`src/rtl/host_addr_defs.svh`:
```
// constants for the host address acquisition block
`ifndef HOST_ADDR_DEFS_SVH
`define HOST_ADDR_DEFS_SVH
`define HA_CMD_MAX 48
`define HA_CMD_AW 6
`define HA_ADDR_MAX 16
`define HA_MAC_BYTES 6
`define HA_PROBE_TRIES 3'd5
`define HA_MAC_ADDR_OFFSET 8'h01
`define HA_CLK_PERIOD_NS 8
`define HA_MS_NS 1000000
`define HA_IDLE_MIN_MS 16'h03e8
`define HA_IDLE_MAX_MS 16'h1388
`define HA_TIMEOUT_DFLT_MS 16'h0fa0
`define HA_SYNC_PKT_TICKS 16'h0005
`define HA_SEL_PROBE 2'h0
`define HA_SEL_FIRST 2'h1
`define HA_SEL_SECOND 2'h2
`endif

```
`src/rtl/host_addr_pkg.sv`:
```
// types shared by the host address acquisition block
package host_addr_pkg;
    typedef enum logic {MODE_HOST, MODE_MAC} addr_mode_t;
    typedef enum {ST_INIT, ST_CHECK, ST_BOOT, ST_SEND, ST_WAIT, ST_LEARN,
        ST_HELD, ST_MAC} acq_state_t;
    typedef struct packed {
        logic unsync_en;
        logic [15:0] backoff_tick_us;
        logic [15:0] wake_slot;
        logic [15:0] sleep_ratio;
        logic [15:0] idle_ms;
        logic [15:0] comp_unit;
        logic [15:0] sync_dur;
        logic [15:0] beacon_dur;
        logic [15:0] down_ms;
        logic [15:0] up_ms;
    } sleep_cfg_t;
    typedef struct packed {
        logic [31:0] listen_us;
        logic [15:0] sleep_idle_ms;
        logic [15:0] cal_ms;
        logic [23:0] hop_extra;
        logic [15:0] sync_ticks;
        logic [15:0] sync_repeats;
        logic [15:0] beacon_ticks;
        logic beacon_ok;
        logic [15:0] down_ms;
        logic [15:0] up_ms;
    } sleep_par_t;
endpackage

```
`src/rtl/cmd_store.sv`:
```
// byte store for one configured command, registered read
`timescale 1ns/1ps
`default_nettype none
module cmd_store #(
    parameter int DEPTH = 48,
    parameter int AW = 6
) (
    input wire logic sys_clk,
    input wire logic wr_en,
    input wire logic [AW-1:0] wr_addr,
    input wire logic [7:0] wr_data,
    input wire logic [AW-1:0] rd_addr,
    output logic [7:0] rd_data
);
    logic [7:0] mem [DEPTH];

    generate
        if (DEPTH < 1 || DEPTH > (1 << AW))
        begin : g_bad
            $error("cmd_store depth does not fit address width");
        end
    endgenerate

    always_ff @(posedge sys_clk)
    begin
        if (wr_en && wr_addr < AW'(DEPTH))
            mem[wr_addr] <= wr_data;
    end

    always_ff @(posedge sys_clk)
    begin
        rd_data <= (rd_addr < AW'(DEPTH)) ? mem[rd_addr] : 8'h00;
    end
endmodule // cmd_store
`default_nettype wire

```
`src/rtl/host_address_acquisition.sv`:
```
// address mode selection, host address probing and canned commands
//
// Operation
// RULE1: probe at most 48 bytes, sent verbatim
// RULE2: host reply framed per parser configuration
// RULE3: no probe configured means MAC mode; code also needs a first canned command, else it learns
// RULE4: probe at boot, capture address, five tries
// RULE5: boot delay, reply timeout, resend on expiry
// RULE6: address length one to sixteen bytes
// RULE7: captured address frozen until reset
// RULE8: both empty: learn from first frame
// RULE9: MAC mode wraps payload in sync+MAC head
// RULE10: head sync is first canned byte zero
// RULE11: MAC mode offsets both equal one
// RULE12: two canned commands, root sends substitute
// RULE13: listen slice counted in backoff ticks
// RULE14: idle timeout or calibration, one-five seconds
// RULE15: idle timeout plus hops times compensation
// RULE16: sync burst duration, five ticks per packet
// RULE17: beacon duration against ratio times slot
// RULE18: delivery timeouts, four second default
// RULE19: wildcard address matches every node
`timescale 1ns/1ps
`default_nettype none
`include "host_addr_defs.svh"
module host_address_acquisition #(
    parameter int MS_CYCLES = `HA_MS_NS / `HA_CLK_PERIOD_NS
) (
    input wire logic sys_clk,
    input wire logic rst_n,
    input wire logic cfg_wr_en,
    input wire logic [1:0] cfg_wr_sel,
    input wire logic [5:0] cfg_wr_idx,
    input wire logic [7:0] cfg_wr_data,
    input wire logic [5:0] probe_len,
    input wire logic [5:0] first_canned_len,
    input wire logic [5:0] second_canned_len,
    input wire logic [4:0] addr_len,
    input wire logic [7:0] bcast_wild,
    input wire logic [7:0] mcast_wild,
    input wire logic [47:0] mac_addr,
    input wire logic [7:0] cfg_dl_offset,
    input wire logic [7:0] cfg_ul_offset,
    input wire logic [15:0] boot_delay_ms,
    input wire logic [15:0] reply_timeout_ms,
    input wire logic tx_ready,
    output logic tx_valid,
    output logic [7:0] tx_data,
    input wire logic host_frame_valid,
    input wire logic [127:0] host_frame_addr,
    input wire logic dst_valid,
    input wire logic [127:0] dst_addr,
    output logic dst_match,
    output logic dst_wild,
    input wire logic cmd_valid,
    input wire logic [7:0] cmd_data,
    input wire logic cmd_last,
    output logic cmd_ready,
    output logic canned_hit,
    output logic canned_sel,
    input wire logic is_root,
    input wire logic [7:0] hop_count,
    input wire host_addr_pkg::sleep_cfg_t sleep_cfg,
    output host_addr_pkg::sleep_par_t sleep_par,
    output host_addr_pkg::addr_mode_t addr_mode,
    output logic [127:0] node_addr,
    output logic addr_valid,
    output logic downlink_enable,
    output logic probing,
    output logic gave_up,
    output logic [7:0] head_sync,
    output logic [7:0] dl_offset,
    output logic [7:0] ul_offset
);
    // ----
    // declarations
    // ----
    host_addr_pkg::acq_state_t state;
    host_addr_pkg::acq_state_t last_state;
    logic [5:0] rd_addr [3];
    logic [7:0] rd_data [3];
    logic [5:0] probe_eff;
    logic [5:0] first_eff;
    logic [5:0] second_eff;
    logic [4:0] addr_eff;
    logic [15:0] byte_on;
    logic [15:0] bc_eq;
    logic [15:0] mc_eq;
    logic [127:0] addr_mask;
    logic [127:0] mac_pad;
    logic [16:0] ms_div;
    logic [15:0] ms_cnt;
    logic [2:0] tries;
    logic [5:0] tx_idx;
    logic tx_hold;
    logic send_done;
    logic capture;
    logic mac_pick;
    logic [5:0] cmp_idx;
    logic eq_first;
    logic eq_second;
    logic accept;
    logic next_eq_first;
    logic next_eq_second;
    logic [31:0] sleep_slice;
    logic [15:0] idle_clamp;

    generate
        if (MS_CYCLES < 1 || MS_CYCLES > 131071)
        begin : g_bad_ms
            $error("MS_CYCLES out of range");
        end
    endgenerate

    // ----
    // command stores: probe, first and second canned command
    // ----
    genvar gi;
    generate
        for (gi = 0; gi < 3; gi++)
        begin : g_store
            cmd_store #(.DEPTH(`HA_CMD_MAX), .AW(`HA_CMD_AW)) u_store (
                .sys_clk(sys_clk),
                .wr_en(cfg_wr_en && cfg_wr_sel == 2'(gi)),
                .wr_addr(cfg_wr_idx),
                .wr_data(cfg_wr_data),
                .rd_addr(rd_addr[gi]),
                .rd_data(rd_data[gi])
            );
        end
    endgenerate

    assign rd_addr[0] = tx_idx;
    assign rd_addr[1] = cmp_idx;
    assign rd_addr[2] = cmp_idx;

    // length clamps
    assign probe_eff = (probe_len > 6'(`HA_CMD_MAX)) ? 6'(`HA_CMD_MAX)
        : probe_len; // [RULE1]
    assign first_eff = (first_canned_len > 6'(`HA_CMD_MAX))
        ? 6'(`HA_CMD_MAX) : first_canned_len; // [RULE12]
    assign second_eff = (second_canned_len > 6'(`HA_CMD_MAX))
        ? 6'(`HA_CMD_MAX) : second_canned_len; // [RULE12]
    assign addr_eff = (addr_len == 5'h00) ? 5'h01
        : (addr_len > 5'(`HA_ADDR_MAX)) ? 5'(`HA_ADDR_MAX)
        : addr_len; // [RULE6]

    // ----
    // per address byte masks and wildcard compares
    // ----
    generate
        for (gi = 0; gi < `HA_ADDR_MAX; gi++)
        begin : g_byte
            assign byte_on[gi] = 5'(gi) < addr_eff; // [RULE6]
            assign addr_mask[gi*8 +: 8] = {8{byte_on[gi]}};
            assign bc_eq[gi] = !byte_on[gi]
                || dst_addr[gi*8 +: 8] == bcast_wild; // [RULE19]
            assign mc_eq[gi] = !byte_on[gi]
                || dst_addr[gi*8 +: 8] == mcast_wild; // [RULE19]
            if (gi < `HA_MAC_BYTES)
            begin : g_mac
                assign mac_pad[gi*8 +: 8] = mac_addr[gi*8 +: 8];
            end
            else
            begin : g_pad
                assign mac_pad[gi*8 +: 8] = 8'h00;
            end
        end
    endgenerate

    // ----
    // millisecond timer, restarted on every state change
    // ----
    always_ff @(posedge sys_clk or negedge rst_n)
    begin
        if (!rst_n)
        begin
            last_state <= host_addr_pkg::ST_INIT;
            ms_div <= 17'h00000;
            ms_cnt <= 16'h0000;
        end
        else
        begin
            last_state <= state;
            if (state != last_state)
            begin
                ms_div <= 17'h00000;
                ms_cnt <= 16'h0000;
            end
            else if (ms_div == 17'(MS_CYCLES - 1))
            begin
                ms_div <= 17'h00000;
                if (ms_cnt != 16'hffff)
                    ms_cnt <= ms_cnt + 16'h0001;
            end
            else
                ms_div <= ms_div + 17'h00001;
        end
    end

    // ----
    // acquisition state machine
    // ----
    assign send_done = state == host_addr_pkg::ST_SEND && !tx_valid
        && !tx_hold && tx_idx == probe_eff;
    assign capture = host_frame_valid && (state == host_addr_pkg::ST_WAIT
        || state == host_addr_pkg::ST_LEARN); // [RULE4] [RULE8]
    assign mac_pick = state == host_addr_pkg::ST_CHECK
        && probe_eff == 6'h00 && first_eff != 6'h00;

    always_ff @(posedge sys_clk or negedge rst_n)
    begin
        if (!rst_n)
        begin
            state <= host_addr_pkg::ST_INIT;
            tries <= 3'h0;
            gave_up <= 1'b0;
        end
        else
        begin
            unique case (state)
                host_addr_pkg::ST_INIT:
                    state <= host_addr_pkg::ST_CHECK;
                host_addr_pkg::ST_CHECK:
                    if (probe_eff != 6'h00)
                        state <= host_addr_pkg::ST_BOOT; // [RULE3]
                    else if (first_eff == 6'h00)
                        state <= host_addr_pkg::ST_LEARN; // [RULE8]
                    else
                        state <= host_addr_pkg::ST_MAC; // [RULE3]
                host_addr_pkg::ST_BOOT:
                    if (ms_cnt >= boot_delay_ms)
                        state <= host_addr_pkg::ST_SEND; // [RULE5]
                host_addr_pkg::ST_SEND:
                    if (send_done)
                        state <= host_addr_pkg::ST_WAIT;
                host_addr_pkg::ST_WAIT:
                    if (host_frame_valid)
                        state <= host_addr_pkg::ST_HELD; // [RULE4]
                    else if (ms_cnt >= reply_timeout_ms)
                    begin
                        tries <= tries + 3'h1;
                        if (tries + 3'h1 == `HA_PROBE_TRIES)
                        begin
                            state <= host_addr_pkg::ST_LEARN; // [RULE4]
                            gave_up <= 1'b1;
                        end
                        else
                            state <= host_addr_pkg::ST_SEND; // [RULE5]
                    end
                host_addr_pkg::ST_LEARN:
                    if (host_frame_valid)
                        state <= host_addr_pkg::ST_HELD; // [RULE8]
                host_addr_pkg::ST_HELD,
                host_addr_pkg::ST_MAC:
                    state <= state; // [RULE7]
            endcase
        end
    end

    // ----
    // probe transmitter, bytes exactly as stored
    // ----
    always_ff @(posedge sys_clk or negedge rst_n)
    begin
        if (!rst_n)
        begin
            tx_valid <= 1'b0;
            tx_data <= 8'h00;
            tx_idx <= 6'h00;
            tx_hold <= 1'b1;
        end
        else if (state != host_addr_pkg::ST_SEND)
        begin
            tx_idx <= 6'h00;
            tx_hold <= 1'b1;
        end
        else if (tx_valid && tx_ready)
        begin
            tx_valid <= 1'b0;
            tx_hold <= 1'b0;
        end
        else if (!tx_valid && !tx_hold && tx_idx < probe_eff)
        begin
            tx_data <= rd_data[0]; // [RULE1]
            tx_valid <= 1'b1;
            tx_idx <= tx_idx + 6'h01;
            tx_hold <= 1'b1;
        end
        else
            tx_hold <= 1'b0;
    end

    // ----
    // address selection and mode outputs
    // ----
    always_ff @(posedge sys_clk or negedge rst_n)
    begin
        if (!rst_n)
        begin
            node_addr <= 128'h0;
            addr_valid <= 1'b0;
            addr_mode <= host_addr_pkg::MODE_HOST;
            head_sync <= 8'h00;
            dl_offset <= 8'h00;
            ul_offset <= 8'h00;
            downlink_enable <= 1'b0;
            probing <= 1'b0;
        end
        else
        begin
            if (!addr_valid && capture)
            begin
                node_addr <= host_frame_addr & addr_mask; // [RULE4] [RULE6]
                addr_valid <= 1'b1;
            end
            else if (!addr_valid && mac_pick)
            begin
                node_addr <= mac_pad & addr_mask; // [RULE9]
                addr_valid <= 1'b1;
                addr_mode <= host_addr_pkg::MODE_MAC; // [RULE3]
                head_sync <= rd_data[1]; // [RULE10]
            end
            if (addr_mode == host_addr_pkg::MODE_MAC)
            begin
                dl_offset <= `HA_MAC_ADDR_OFFSET; // [RULE11]
                ul_offset <= `HA_MAC_ADDR_OFFSET; // [RULE11]
            end
            else
            begin
                dl_offset <= cfg_dl_offset;
                ul_offset <= cfg_ul_offset;
            end
            downlink_enable <= addr_valid; // [RULE8]
            probing <= state == host_addr_pkg::ST_BOOT
                || state == host_addr_pkg::ST_SEND
                || state == host_addr_pkg::ST_WAIT;
        end
    end

    // ----
    // destination address match
    // ----
    always_ff @(posedge sys_clk or negedge rst_n)
    begin
        if (!rst_n)
        begin
            dst_match <= 1'b0;
            dst_wild <= 1'b0;
        end
        else
        begin
            dst_wild <= dst_valid && (&bc_eq || &mc_eq); // [RULE19]
            dst_match <= dst_valid && (&bc_eq || &mc_eq || (addr_valid
                && (dst_addr & addr_mask) == node_addr)); // [RULE19]
        end
    end

    // ----
    // canned broadcast command compare
    // ----
    assign accept = cmd_valid && cmd_ready;
    assign next_eq_first = eq_first && cmp_idx < first_eff
        && cmd_data == rd_data[1];
    assign next_eq_second = eq_second && cmp_idx < second_eff
        && cmd_data == rd_data[2];

    always_ff @(posedge sys_clk or negedge rst_n)
    begin
        if (!rst_n)
        begin
            cmp_idx <= 6'h00;
            eq_first <= 1'b1;
            eq_second <= 1'b1;
            cmd_ready <= 1'b1;
            canned_hit <= 1'b0;
            canned_sel <= 1'b0;
        end
        else
        begin
            cmd_ready <= !accept;
            canned_hit <= 1'b0;
            if (accept && cmd_last)
            begin
                cmp_idx <= 6'h00;
                eq_first <= 1'b1;
                eq_second <= 1'b1;
                canned_hit <= is_root && ((next_eq_first
                    && {1'b0, cmp_idx} + 7'h01 == {1'b0, first_eff})
                    || (next_eq_second
                    && {1'b0, cmp_idx} + 7'h01 == {1'b0, second_eff}));
                canned_sel <= !(next_eq_first
                    && {1'b0, cmp_idx} + 7'h01 == {1'b0, first_eff});
            end // [RULE12]
            else if (accept)
            begin
                if (cmp_idx != 6'h3f)
                    cmp_idx <= cmp_idx + 6'h01;
                eq_first <= next_eq_first;
                eq_second <= next_eq_second;
            end
        end
    end

    // ----
    // sleep and timeout parameters
    // ----
    assign sleep_slice = sleep_cfg.sleep_ratio * sleep_cfg.wake_slot;
    assign idle_clamp = (sleep_cfg.idle_ms < `HA_IDLE_MIN_MS)
        ? `HA_IDLE_MIN_MS : (sleep_cfg.idle_ms > `HA_IDLE_MAX_MS)
        ? `HA_IDLE_MAX_MS : sleep_cfg.idle_ms; // [RULE14]

    always_ff @(posedge sys_clk or negedge rst_n)
    begin
        if (!rst_n)
            sleep_par <= '0;
        else
        begin
            sleep_par.listen_us <= sleep_cfg.wake_slot
                * sleep_cfg.backoff_tick_us; // [RULE13]
            sleep_par.sleep_idle_ms <= sleep_cfg.unsync_en
                ? idle_clamp : 16'h0000; // [RULE14]
            sleep_par.cal_ms <= idle_clamp; // [RULE14]
            sleep_par.hop_extra <= hop_count
                * sleep_cfg.comp_unit; // [RULE15]
            sleep_par.sync_ticks <= sleep_cfg.sync_dur; // [RULE16]
            sleep_par.sync_repeats <= sleep_cfg.sync_dur
                / `HA_SYNC_PKT_TICKS; // [RULE16]
            sleep_par.beacon_ticks <= sleep_cfg.beacon_dur; // [RULE17]
            sleep_par.beacon_ok <= {15'h0, sleep_cfg.beacon_dur, 1'b0}
                >= sleep_slice && {16'h0, sleep_cfg.beacon_dur}
                <= sleep_slice; // [RULE17]
            sleep_par.down_ms <= (sleep_cfg.down_ms == 16'h0000)
                ? `HA_TIMEOUT_DFLT_MS : sleep_cfg.down_ms; // [RULE18]
            sleep_par.up_ms <= (sleep_cfg.up_ms == 16'h0000)
                ? `HA_TIMEOUT_DFLT_MS : sleep_cfg.up_ms; // [RULE18]
        end
    end
endmodule // host_address_acquisition
`default_nettype wire

```
`config.mk`:
```
export PLATFORM = sky130hd
export DESIGN_NAME = host_address_acquisition
export DESIGN_NICKNAME = d
export VERILOG_FILES = /design/src/rtl/host_addr_pkg.sv /design/src/rtl/cmd_store.sv /design/src/rtl/host_address_acquisition.sv
export VERILOG_INCLUDE_DIRS = /design/src /design/src/rtl
export SDC_FILE = /design/constraint.sdc
export NUM_CORES = 2
export LEC_CHECK = 0
export BUFFER_PORTS_ARGS = -buffer_cell sky130_fd_sc_hd__buf_2
export CORE_UTILIZATION = 55
export CTS_CLUSTER_DIAMETER = 40
export DETAILED_ROUTE_END_ITERATION = 8
export PLACE_DENSITY = 0.83
export SETUP_SLACK_MARGIN = 0.02
export SYNTH_ARGS = -nofsm -noshare
export SYNTH_HDL_FRONTEND = slang
export SYNTH_SLANG_ARGS = --single-unit
```
`constraint.sdc`:
```
create_clock -name sys_clk -period 4.7 [get_ports sys_clk]
set_clock_uncertainty 0.2 [all_clocks]
set_input_delay 0.94 -clock sys_clk [delete_from_list [all_inputs] [get_ports sys_clk]]
set_output_delay 0.94 -clock sys_clk [all_outputs]
set_load 0.02 [all_outputs]
```
==> summary.txt <==
Finish
  • Utilization after layout: between 60% and 70%
  • Commonest non-fill, non-tap cells in the layout: edfxtp_1 (1152), buf_2 (876), nand2_1 (704)
  • Register area: ~45000 µm²
  • Commonest non-fill, non-tap cell in the layout: edfxtp_1
  • Fin area: approximately 110000 µm²
  • Share of cells above drive strength 1: 31.31%
  • Combined area of the multi-input logic cells: about 42000 µm²
  • # nets final: around 9700
  • Fin cells: ~11000
  • Fill cell count: 10633
  • Area Growth Syn to Fin: 23.60%

Drt
  • Post-Route WL: 345700 µm
  • Number of routed nets with antenna violations: 0
  • 1st-iter DRT viols: approximately 9300
  • TritonRoute pass-1 iters: 9
  • Routed vias: about 70000
  • Via density: between 6 and 7
  • Drc violations: 0
  • Wire length per cell: approximately 32 µm

Place
  • Post-DP Area: about 100000 µm²
  • Port-buffer cells: approximately 900
  • Dpl hpwl: between 200000 and 250000 µm
  • Placed insts: ~10000
  • RePlAce Congestion: 1.103

Logic synthesis
  • Post-Syn Area: around 89000 µm²
  • Cell variety after synth: a little under 100
  • FFs w/ async S/R, synth: roughly 25%
  • Seq/Total Area, Yosys: between 50% and 60%
  • Synthesized area per cell: roughly 13 µm²
  • Flops & latches, synth: ~1600
  • Top_reg_cell synth: edfxtp_1
  • Post-Syn Instances: approximately 6800
  • EDFF count, synth: between 1000 and 1500
  • Synth warn: 0

Global routing
  • Total track usage: between 40% and 50%
  • Initial antenna violation count: 121
  • Vias in the first global route: ~68000
  • Pin count of the biggest net entering global routing: between 100 and 150
  • Gr ovfl total: 0
  • First-pass GRT wire length: 487200 µm

STA
  • Slew headroom: roughly 4.2%
  • Fin crit period: 7.041 ns
  • Final setup fails: 33
  • Least-Margin Pin Slew: between 1 and 1.5 ns
  • Final Max Slew Viols: 0
  • Unrepaired setup endpoints after global routing: yes
  • Hold Violations, Final: 0
  • Fmax: 142.0 MHz
  • Final Cycle Share: 149.8%
  • Post-route setup slack: -2.341 ns

Clock tree
  • Root Driver: clkbuf_16
  • Clock buffer depth: 3
  • Clk_lat worst skew: approximately 0.87 ns
  • Total CTS buffers: 189
  • Clk sinks: 1571
  • CTS tree: built
  • H-tree depth: 4
  • Clk slew on worst S/H paths: approximately 0.050 ns

Worst setup path
  • End of the worst register-to-register path: state[0]
  • Setup crit end: sleep_par[32]
  • Worst EP required: roughly 5.2 ns
  • Path depth of the worst reg2reg path: 19
  • Crit path DAT: 7.53 ns
  • Crit-path max FO: 6
  • Crit path from: sleep_cfg[114]
  • CP endpoint kind: flip-flop
  • Startpoint Class: input port
  • Crit path kind: input port to flip-flop
  • Origin of the critical flop-to-flop path: ms_cnt[0]
  • Register-to-register setup slack: roughly 0.20 ns

Power and ir drop
  • P_leak: between 40 and 50 nW
  • Maximum VDD drop: around 1.3 mV
  • P per Cell Area: between 600 and 700 nW/µm²

Flow run
  • Max-cap violation count: 0

Floorplan
  • I/O pins: 917
  • Die width: 403.7 µm
  • Chip Height: approximately 400 µm
  • Row count: approximately 150
  • Initial cell density of the core: between 50% and 60%
  • Area of the core: approximately 160000 µm²
  • Die Footprint: 163000 µm²

Worst hold path
  • Worst hold path class: input port to flip-flop
  • Hold_sp: sleep_cfg[37]

Outcome
  • Failing checks: setup timing
  • Outcome: finished, violations left
==> what timing repair did <==
item,4_1_cts,5_1_grt
setup endpoints to repair,34,37
setup buffers,46,54
cloned,2,1
pin swaps,91,130
hold buffers,14,0
gates resized for setup,219,202
endpoints found under the hold margin,61,0
==> cells by family (layout without fill, tap and decap cells) <==
kind of cell / Yosys count / in the layout / share of synthesized area (%)
mux: 411 / 411 / 9.613
simple gates: 1776 / 1776 / 9.523
fa+ha+maj: 814 / 814 / 15.47
compound gates: 770 / 770 / 5.975
flops: 1571 / 1571 / 50.67
other cells: 1 / 85 / 0.004226
xor+xnor: 446 / 446 / 4.402
buf+inv: 1009 / 2645 / 4.347
==> routing by layer <==
layer | vias up | part of all wire [%] | global-route usage (%)
met5 | - | 0.23 | 1.844
met4 | 74 | 8.5 | 28.29
met3 | 1468 | 13 | 14.95
met2 | 5372 | 45 | 62.87
met1 | 34028 | 34 | 51.37
li1 | 27164 | - | -
==> area by class of cell <==
class	instances	area share, %
antenna	77	0.1757
multi-input combinational	4225	38.07
clock inverter	144	1.615
tap	2160	2.464
inverter	663	2.285
clock buffer	209	4.455
sequential	1571	41.01
timing repair buffer	1629	9.928
==> worst min path at each step <==
stage / cells past startpoint / to / slack [ns]
after global routing: 1 / sleep_par[73] / 0.03
after CTS: 1 / sleep_par[73] / 0.005
after global placement: 2 / eq_first / 0.24
final: 1 / sleep_par[38] / 0.05
after detailed placement: 1 / tx_data[0] / 0.25
after floorplan: 0 / last_state[0] / 0.15
==> sequential cells by signal, summed over array words and instances, names as in the netlist, 8 cells and up <==
signal,count
g_store.u_store.mem,1152
sleep_par,167
node_addr,128
g_store.u_store.rd_data,24
ms_div,17
ms_cnt,16
dl_offset,8
head_sync,8
tx_data,8
ul_offset,8
==> per-stage QoR <==
stage / worst slack [ns] / power, mW / hold WS (ns) / TNS (ns)
finish: -2.341 / 68.17 / 0.04873 / -32.31
global route: -2.620 / 71.20 / 0.03395 / -35.94
CTS: -2.187 / 64.54 / 0.005424 / -23.86
detailed placement: -3.183 / 47.02 / 0.2495 / -68.71
global placement: -3.098 / 46.19 / 0.2443 / -63.57
floorplan: -2.358 / 34.63 / 0.1519 / -29.63
==> cell usage after synthesis (12+ instances only) <==
cell | n | area, µm²
a211oi_1 | 17 | 127.6
a21boi_0 | 12 | 90.09
a21o_1 | 44 | 330.3
a21oi_1 | 118 | 590.6
a22o_1 | 79 | 691.9
a22oi_1 | 53 | 397.9
a31oi_1 | 44 | 275.3
and2_1 | 255 | 1595
and3_1 | 24 | 150.1
buf_1 | 44 | 165.2
clkbuf_1 | 281 | 1055
dfrtp_1 | 391 | 9784
dfxtp_1 | 24 | 480.5
edfxtp_1 | 1152 | 34590
fa_1 | 472 | 9449
ha_1 | 342 | 4279
inv_1 | 661 | 2481
mux2_2 | 19 | 214.0
mux2i_1 | 40 | 400.4
mux4_2 | 351 | 7905
nand2_1 | 735 | 2759
nand2b_1 | 48 | 300.3
nand3_1 | 67 | 335.3
nand4_1 | 87 | 544.3
nor2_1 | 336 | 1261
nor2b_1 | 41 | 256.5
nor3_1 | 40 | 200.2
nor4_1 | 53 | 331.6
nor4bb_1 | 19 | 190.2
o21a_1 | 24 | 180.2
o21ai_0 | 168 | 840.8
o21bai_1 | 13 | 97.59
o22ai_1 | 41 | 256.5
o32ai_1 | 21 | 183.9
or3_1 | 16 | 100.1
xnor2_1 | 295 | 2584
xor2_1 | 151 | 1323
==> critical path, cell delays in order <==
cell and delay (ns):
buf_12 0.11, nand2_4 0.05, fa_1 0.54, inv_2 0.04, fa_1 0.55, inv_2 0.04, fa_1 0.48, fa_1 0.55
inv_2 0.06, fa_1 0.57, fa_1 0.47, ha_4 0.28, and2_4 0.14, a311oi_2 0.27, o21ai_2 0.10, a21o_1 0.17
a21o_1 0.21, xnor2_2 0.15, ha_1 0.30, nand4_1 0.13, nor4_2 0.28, a21oi_2 0.07, a21oi_1 0.13, nand4_1 0.13
nor3_2 0.27, o2111ai_2 0.16, a2111oi_2 0.34
==> where the power goes <==
group	internal (mW)	switching, mW	leakage [nW]
Sequential	15.6	0.795	15.5
Clock	8.88	6.57	3.19
Combinational	17.5	18.8	26.6
No activity file was read; power rests on OpenSTA's default activity.
